**src/port_irq_cfg.svh**
```systemverilog
// Register offsets, field positions and reset values of the port latch and change interrupt unit
// What this block does
// - Latch read returns latch, not pins
// - Latch write updates pins set as outputs
// - Eight latch bits, read/write, cleared at reset
// - Per-pin enable and per-pin source select
// - Pin-change mode: enabled pin differs from previous
// - Compare mode: enabled pin differs from default
// - Only enabled inputs may cause interrupt
// - Interrupt copies whole port into capture
// - Pending interrupt blocks new ones and recapture
// - Only the selected read clears; writes never
// - Clear only after read data delivered
// - Pending change keeps interrupt set through a clearing read
// - Pin-change reference reloads at each interrupt
// - Compare mismatch keeps interrupt despite reads
// - Interrupt output low, high or open-drain
// - Bit 2 open-drain overrides bit 1 polarity
// - Bit 0 selects capture read or port read
// - Flag register shows causing pins, ignores writes
// - Port read gives pins; port write sets latch
`ifndef PORT_IRQ_CFG_SVH
`define PORT_IRQ_CFG_SVH

`define OFS_PIN_DIRECTION        8'h00
`define OFS_CHANGE_IRQ_ENABLE    8'h08
`define OFS_COMPARE_DEFAULT      8'h0C
`define OFS_CHANGE_SOURCE_SELECT 8'h10
`define OFS_EXPANDER_CONFIG      8'h14
`define OFS_IRQ_FLAGS            8'h1C
`define OFS_IRQ_CAPTURE          8'h20
`define OFS_PORT                 8'h24
`define OFS_OUTPUT_LATCH         8'h28

`define BIT_IRQ_CLEAR_SELECT     0
`define BIT_IRQ_POLARITY         1
`define BIT_IRQ_OPEN_DRAIN       2
`define CONFIG_MASK              8'h07

`define RST_PIN_DIRECTION        8'hFF
`define RST_ZERO                 8'h00
`define SYNC_STAGES              2

`endif

```
**src/port_irq_pkg.sv**
```systemverilog
// Types shared by the port latch and change interrupt unit
package port_irq_pkg;

    typedef logic [7:0] port_type;

    typedef enum logic [9:0] {
        SEL_NONE      = 10'h001,
        SEL_DIRECTION = 10'h002,
        SEL_ENABLE    = 10'h004,
        SEL_DEFAULT   = 10'h008,
        SEL_SOURCE    = 10'h010,
        SEL_CONFIG    = 10'h020,
        SEL_FLAGS     = 10'h040,
        SEL_CAPTURE   = 10'h080,
        SEL_PORT      = 10'h100,
        SEL_LATCH     = 10'h200
    } reg_sel_type;

endpackage : port_irq_pkg

```
**src/port_latch_change_interrupt.sv**
```systemverilog
// Output latch, change detection and interrupt output behind a Wishbone slave
`include "port_irq_cfg.svh"

module port_latch_change_interrupt
    import port_irq_pkg::*;
(
    input  wire logic        clk_i,
    input  wire logic        rst_i,
    input  wire logic        wb_cyc_i,
    input  wire logic        wb_stb_i,
    input  wire logic        wb_we_i,
    input  wire logic [7:0]  wb_adr_i,
    input  wire logic [3:0]  wb_sel_i,
    input  wire logic [31:0] wb_dat_i,
    output logic      [31:0] wb_dat_o,
    output logic             wb_ack_o,
    input  wire logic [7:0]  pin_i,
    output logic      [7:0]  pin_o,
    output logic      [7:0]  pin_oe_n_o,
    output logic             irq_o,
    output logic             irq_oe_n_o
);

    // Bus front end
    reg_sel_type sel;
    logic        take;
    logic        wr;
    logic        rd;

    always_comb
    begin
        case (wb_adr_i)
            `OFS_PIN_DIRECTION:        sel = SEL_DIRECTION;
            `OFS_CHANGE_IRQ_ENABLE:    sel = SEL_ENABLE;
            `OFS_COMPARE_DEFAULT:      sel = SEL_DEFAULT;
            `OFS_CHANGE_SOURCE_SELECT: sel = SEL_SOURCE;
            `OFS_EXPANDER_CONFIG:      sel = SEL_CONFIG;
            `OFS_IRQ_FLAGS:            sel = SEL_FLAGS;
            `OFS_IRQ_CAPTURE:          sel = SEL_CAPTURE;
            `OFS_PORT:                 sel = SEL_PORT;
            `OFS_OUTPUT_LATCH:         sel = SEL_LATCH;
            default:                   sel = SEL_NONE;
        endcase
    end

    assign take = wb_cyc_i && wb_stb_i && !wb_ack_o;
    assign wr   = take && wb_we_i && wb_sel_i[0];
    assign rd   = take && !wb_we_i;

    // Registers
    port_type direction_q, direction_d;
    port_type enable_q,    enable_d;
    port_type default_q,   default_d;
    port_type source_q,    source_d;
    port_type config_q,    config_d;
    port_type latch_q,     latch_d;
    port_type flags_q,     flags_d;
    port_type capture_q,   capture_d;
    port_type ref_q,       ref_d;
    port_type sync_q [`SYNC_STAGES];
    port_type sample;
    port_type cond;
    logic     active_q,    active_d;
    logic     clr;
    logic     fire;
    port_type rdata;
    logic     [31:0] dat_d;
    logic     ack_d;
    logic     irq_d;
    logic     irq_oe_n_d;
    logic     [7:0] pin_oe_n_d;

    assign sample = sync_q[`SYNC_STAGES-1];

    // Per-pin interrupt condition
    for (genvar i = 0; i < 8; i++)
    begin : g_cond
        assign cond[i] = enable_q[i] && direction_q[i] &&
            (source_q[i] ? (sample[i] != default_q[i])
                         : (sample[i] != ref_q[i]));
    end

    // Clearing read selected by config bit 0
    assign clr = rd && (config_q[`BIT_IRQ_CLEAR_SELECT]
                        ? (sel == SEL_CAPTURE) : (sel == SEL_PORT));
    assign fire = (|cond) && (!active_q || clr);

    always_comb
    begin
        direction_d = direction_q;
        enable_d    = enable_q;
        default_d   = default_q;
        source_d    = source_q;
        config_d    = config_q;
        latch_d     = latch_q;
        if (wr)
        begin
            case (sel)
                SEL_DIRECTION: direction_d = wb_dat_i[7:0];
                SEL_ENABLE:    enable_d    = wb_dat_i[7:0];
                SEL_DEFAULT:   default_d   = wb_dat_i[7:0];
                SEL_SOURCE:    source_d    = wb_dat_i[7:0];
                SEL_CONFIG:    config_d    = wb_dat_i[7:0] & `CONFIG_MASK;
                SEL_PORT:      latch_d     = wb_dat_i[7:0];
                SEL_LATCH:     latch_d     = wb_dat_i[7:0];
                default:       latch_d     = latch_q;
            endcase
        end
    end

    always_comb
    begin
        active_d  = active_q;
        flags_d   = flags_q;
        capture_d = capture_q;
        ref_d     = active_q ? ref_q : sample;
        if (fire)
        begin
            active_d  = 1'b1;
            flags_d   = cond;
            capture_d = sample;
            ref_d     = sample;
        end
        else if (clr)
        begin
            active_d = 1'b0;
            flags_d  = `RST_ZERO;
        end
    end

    always_comb
    begin
        case (sel)
            SEL_DIRECTION: rdata = direction_q;
            SEL_ENABLE:    rdata = enable_q;
            SEL_DEFAULT:   rdata = default_q;
            SEL_SOURCE:    rdata = source_q;
            SEL_CONFIG:    rdata = config_q;
            SEL_FLAGS:     rdata = flags_q;
            SEL_CAPTURE:   rdata = capture_q;
            SEL_PORT:      rdata = sample;
            SEL_LATCH:     rdata = latch_q;
            default:       rdata = `RST_ZERO;
        endcase
        dat_d = rd ? {24'h000000, rdata} : 32'h00000000;
        ack_d = take;
    end

    // Output pins and interrupt pin shaping
    always_comb
    begin
        pin_oe_n_d = direction_d;
        if (config_d[`BIT_IRQ_OPEN_DRAIN])
        begin
            irq_d      = 1'b0;
            irq_oe_n_d = !active_d;
        end
        else
        begin
            irq_d      = config_d[`BIT_IRQ_POLARITY] ? active_d : !active_d;
            irq_oe_n_d = 1'b0;
        end
    end

    always_ff @(posedge clk_i)
    begin
        if (rst_i)
        begin
            direction_q <= `RST_PIN_DIRECTION;
            enable_q    <= `RST_ZERO;
            default_q   <= `RST_ZERO;
            source_q    <= `RST_ZERO;
            config_q    <= `RST_ZERO;
            latch_q     <= `RST_ZERO;
            flags_q     <= `RST_ZERO;
            capture_q   <= `RST_ZERO;
            ref_q       <= `RST_ZERO;
            active_q    <= 1'b0;
            wb_dat_o    <= 32'h00000000;
            wb_ack_o    <= 1'b0;
            pin_o       <= `RST_ZERO;
            pin_oe_n_o  <= `RST_PIN_DIRECTION;
            irq_o       <= 1'b1;
            irq_oe_n_o  <= 1'b0;
            for (int k = 0; k < `SYNC_STAGES; k++)
            begin
                sync_q[k] <= `RST_ZERO;
            end
        end
        else
        begin
            direction_q <= direction_d;
            enable_q    <= enable_d;
            default_q   <= default_d;
            source_q    <= source_d;
            config_q    <= config_d;
            latch_q     <= latch_d;
            flags_q     <= flags_d;
            capture_q   <= capture_d;
            ref_q       <= ref_d;
            active_q    <= active_d;
            wb_dat_o    <= dat_d;
            wb_ack_o    <= ack_d;
            pin_o       <= latch_d;
            pin_oe_n_o  <= pin_oe_n_d;
            irq_o       <= irq_d;
            irq_oe_n_o  <= irq_oe_n_d;
            sync_q[0]   <= pin_i;
            for (int k = 1; k < `SYNC_STAGES; k++)
            begin
                sync_q[k] <= sync_q[k-1];
            end
        end
    end

    // Checks
    property p_latch_read;
        @(posedge clk_i) disable iff (rst_i)
        rd && sel == SEL_LATCH |=> wb_ack_o && wb_dat_o[7:0] == $past(latch_q);
    endproperty
    a_latch_read: assert property (p_latch_read) else $error("latch read wrong");

    property p_latch_write;
        @(posedge clk_i) disable iff (rst_i)
        wr && sel == SEL_LATCH |=> pin_o == $past(wb_dat_i[7:0]) && latch_q == pin_o;
    endproperty
    a_latch_write: assert property (p_latch_write) else $error("latch write lost");

    property p_latch_reset;
        @(posedge clk_i)
        rst_i |=> latch_q == 8'h00 && pin_o == 8'h00;
    endproperty
    a_latch_reset: assert property (p_latch_reset) else $error("latch not cleared");

    property p_inputs_only;
        @(posedge clk_i) disable iff (rst_i)
        $rose(active_q) |-> (flags_q & ~$past(direction_q)) == 8'h00 && flags_q != 8'h00;
    endproperty
    a_inputs_only: assert property (p_inputs_only) else $error("output pin flagged");

    property p_capture;
        @(posedge clk_i) disable iff (rst_i)
        $rose(active_q) |-> capture_q == $past(sample);
    endproperty
    a_capture: assert property (p_capture) else $error("capture wrong");

    property p_hold;
        @(posedge clk_i) disable iff (rst_i)
        active_q && !clr |=> active_q && $stable(capture_q);
    endproperty
    a_hold: assert property (p_hold) else $error("pending irq disturbed");

    property p_write_no_clear;
        @(posedge clk_i) disable iff (rst_i)
        active_q && wr && (sel == SEL_PORT || sel == SEL_CAPTURE) |=> active_q;
    endproperty
    a_write_no_clear: assert property (p_write_no_clear) else $error("write cleared irq");

    property p_reassert;
        @(posedge clk_i) disable iff (rst_i)
        active_q && clr && |cond |=> active_q && capture_q == $past(sample);
    endproperty
    a_reassert: assert property (p_reassert) else $error("pending change lost");

    property p_open_drain;
        @(posedge clk_i) disable iff (rst_i)
        config_q[`BIT_IRQ_OPEN_DRAIN] |-> !irq_o && irq_oe_n_o == !active_q;
    endproperty
    a_open_drain: assert property (p_open_drain) else $error("open drain wrong");

    property p_flags;
        @(posedge clk_i) disable iff (rst_i)
        flags_q != 8'h00 |-> active_q;
    endproperty
    a_flags: assert property (p_flags) else $error("flag without irq");

    property p_change_fire;
        @(posedge clk_i) disable iff (rst_i)
        !active_q && |cond |=> active_q && flags_q == $past(cond);
    endproperty
    a_change_fire: assert property (p_change_fire) else $error("change missed");

    property p_clear;
        @(posedge clk_i) disable iff (rst_i)
        active_q && clr && !(|cond) |=> !active_q && wb_dat_o[7:0] == $past(rdata);
    endproperty
    a_clear: assert property (p_clear) else $error("clearing read wrong");

    property p_ref_reload;
        @(posedge clk_i) disable iff (rst_i)
        $rose(active_q) |-> ref_q == capture_q;
    endproperty
    a_ref_reload: assert property (p_ref_reload) else $error("reference not reloaded");

    property p_push_pull;
        @(posedge clk_i) disable iff (rst_i)
        !config_q[`BIT_IRQ_OPEN_DRAIN] |->
            !irq_oe_n_o && irq_o == (config_q[`BIT_IRQ_POLARITY] ? active_q : !active_q);
    endproperty
    a_push_pull: assert property (p_push_pull) else $error("irq level wrong");

    property p_sync;
        @(posedge clk_i) disable iff (rst_i)
        !$past(rst_i) && !$past(rst_i, 2) |-> sample == $past(pin_i, 2);
    endproperty
    a_sync: assert property (p_sync) else $error("pin sample wrong");

endmodule : port_latch_change_interrupt

```
**config.mk**
```make
export PLATFORM = sky130hd
export DESIGN_NAME = port_latch_change_interrupt
export DESIGN_NICKNAME = d
export VERILOG_FILES = /design/src/port_irq_pkg.sv /design/src/port_latch_change_interrupt.sv
export VERILOG_INCLUDE_DIRS = /design/src
export SDC_FILE = /design/constraint.sdc
export NUM_CORES = 1
export LEC_CHECK = 0
export BUFFER_PORTS_ARGS = -buffer_cell sky130_fd_sc_hd__clkbuf_2
export CORE_AREA = 2 2 131 121
export DETAILED_ROUTE_END_ITERATION = 10
export DIE_AREA = 0 0 133 123
export GPL_TIMING_DRIVEN = 0
export PLACE_DENSITY = 0.49
export SKIP_CTS_REPAIR_TIMING = 1
export SLEW_MARGIN = 10
export SYNTH_ARGS = -nofsm -noshare
export SYNTH_HDL_FRONTEND = slang
export SYNTH_SLANG_ARGS = --single-unit
```
**constraint.sdc**
```tcl
create_clock -name clk_i -period 3.35 [get_ports clk_i]
set_input_delay 0.335 -clock clk_i [delete_from_list [all_inputs] [get_ports clk_i]]
set_output_delay 0.335 -clock clk_i [all_outputs]
set_load 0.01 [all_outputs]
```
==> out/metrics.cfg <==
[final_layout]
multiInputGateArea_sq_um = 2280
final_util_pct = 35.7
num-fill-cells = 1542
syn2layout_area_growth_pct = 21.2
drive_gt1_share_pct = 20.2
design_area_sq_um = 5360
antennaDiodeCount = 0
regArea_sq_um = 1900
fin_nets = 620

[global_route]
overflow = 0
grt_usage_pct = 17.2
grt_max_degree = 17
grt_pass1_vias = 3536
grt_pass1_wl_mm = 21.0
antenna_found_initial = 0

[logic_synthesis]
synth_edf_count = 0
synthArstFlopShare_pct = 0
synth_top_area_share_pct = 43.0
syn-cell-area_sq_um = 4420
ys_ff_latch = 95
yosysMostFrequentCell = dfxtp_1
synth_top_area_cell = dfxtp_1
synthFlopType = dfxtp_1
yosys-top-cells-area = dfxtp_1, mux2i_1, nor2_1
yosys_warnings = 0
yosysSeqAreaShare_pct = 43.0
syn_area_per_cell_sq_um = 9.32
synth_cells = 474
synth_commonest_cells = dfxtp_1, mux2i_1, nor2_1, nand2_1, buf_4
synth_cell_type_count = 48

[power]
leakage_uw = 0.00209
seq_power_share_pct = 47.7
intPower_uw = 1850
power_density_nw_per_um2 = 451
ir_worst_vdd_mv = 0.271
combPwrFrac_pct = 5.8
switching_share_pct = 23.3
finalPower_uw = 2410
power_frac_clock_pct = 46.4
p_switching_uw = 563

[sta]
worst_slew_pin_slew_ps = 1160
setup_viol = 0
period_share_pct = 80.2
hold_viol = 0
slew-limit-headroom_pct = 21.7
setup_tns_ps = 0
skew_ps = 6.22
fmax_mhz = 372
finalWorstSetupSlack_ps = 665
drv_slew = 0
fin_crit_ps = 2690
rsz0062_at_grt = false

[place]
place_ws_ps = 464
dpl-instance-area_sq_um = 5030
place_congestion = 0.849
portBuffers = 55
dp_hpwl_mm = 10.0

[worst_setup_path]
critPathMaxStageDelay_ps = 500
end_kind = flop
worst-setup-path-type = flop to flop
crit_chain = clkbuf_1 -> clkinv_1 -> a41oi_1 -> clkbuf_1 -> nor2_1 -> nand2_1 -> o21ai_0
cp.arrival_ps = 2890
cp.required_ps = 3560
slowest_stage = a41oi_1
cp_max_fo = 10
path_common_cell = clkbuf_1
worstSetupStartpointType = flop
r2r_cells = 7

[clock_network]
clk_latency_ps = 350
root_buffer = clkbuf_16
cts.sinks = 95
clk_path_buf_depth = 2
cts_made_buffers = 9
htree_levels = 3
cts_tree = built
path_clk_slew_ps = 70

[detailed_routing]
drc = 0
wl_per_cell_um = 18.1
drtIter0Drc = 408
vias_per_cell = 4.99
routed_wirelength_mm = 13.9
postRouteAntennaNets = 0
vias = 3846
drt_first_pass_iters = 5

[job]
drv_cap = 0

[floorplan]
rows = 43
die-area_sq_um = 16400
die_x_um = 133
start_util_pct = 29.4
fp.coreArea_sq_um = 15000
ios = 108
fp.dieH_um = 123

[hold_path]
min_delay_path_depth = 2
hold_class = input pin to flop

[outcome]
status = complete, no violations

## power groups by stage
stage                     clock, uW  sequential, uW  combinational [uW]
after floorplan                   0            1170                87.8
after global placement            0            1180                 139
after detailed placement          0            1180                 140
after CTS                      1140            1150                 141
after global routing           1180            1150                 155
final                          1120            1150                 141
## layout by cell type (no fill, tap or decap), types with 9 or more instances in the layout
cell type,n
dfxtp_1,95
clkbuf_1,16
a21oi_1,9
nand2_1,39
buf_4,24
mux2i_1,63
and3_1,11
clkbuf_16,9
nor2_1,54
nor2b_1,20
o21ai_0,10
a32oi_1,10
conb_1,24
nand3b_1,10
a22oi_1,10
nand3_1,16
clkbuf_2,55
buf_2,11
## path summary, 6_finish.rpt
path,start,end,slack [ps]
hold reg to reg,sync_q[0][7]$_SDFF_PP0_,sync_q[0][15]$_SDFF_PP0_,430
hold / removal,pin_i[6],sync_q[0][6]$_SDFF_PP0_,180
setup reg to reg,active_q$_SDFF_PP0_,flags_q[6]$_SDFFE_PP0P_,660
setup / recovery,active_q$_SDFF_PP0_,flags_q[6]$_SDFFE_PP0P_,660
## sequential cells by signal, summed over array words and instances, names as in the netlist
register	count
irq_o	1
wb_dat_o	8
source_q	8
irq_oe_n_o	1
ref_q	8
sync_q	16
wb_ack_o	1
flags_q	8
active_q	1
default_q	8
latch_q	8
config_q	3
enable_q	8
capture_q	8
direction_q	8
## metrics by stage
stage                     hold WS [ps]  cells
final                              184    770
after global routing               182    770
after CTS                          173    770
after detailed placement           421    754
after global placement             419    754
after floorplan                    414    497
## layer usage
layer,up-vias,GRT usage [%],wire length [um]
li1,1849,-,-
met1,1811,23.9,6360
met2,162,26.3,6160
met3,24,3.73,1140
met4,0,5.98,250
met5,-,0,0
## layout make-up
cell class	count	share of cell area, %
Buffer	53	5.79
Sequential cell	95	35.5
Inverter	4	0.280
Multi-Input combinational cell	345	42.5
Clock inverter	7	1.80
Clock buffer	9	4.21
Tap cell	202	4.72
Timing Repair Buffer	55	5.14
## worst max-delay path, delay by kind of cell (launching register included)
family,cells,cell delay (ps)
buffers and inverters,3,1230
and+or+nand+nor,2,400
DFF,1,310
AOI/OAI and AO/OA,2,590
## cells by family (layout without fill, tap and decap cells)
family / after synthesis / in the layout / share of synthesized area, %
flip-flops: 95 / 95 / 43.0
multiplexers: 64 / 64 / 14.5
other: 1 / 24 / 0.0849
XOR/XNOR: 2 / 2 / 0.396
AO/OA/AOI/OAI: 81 / 81 / 14.0
buffers and inverters: 57 / 128 / 7.36
AND/OR/NAND/NOR: 174 / 174 / 20.6
Power figures use the tool's default switching activity.
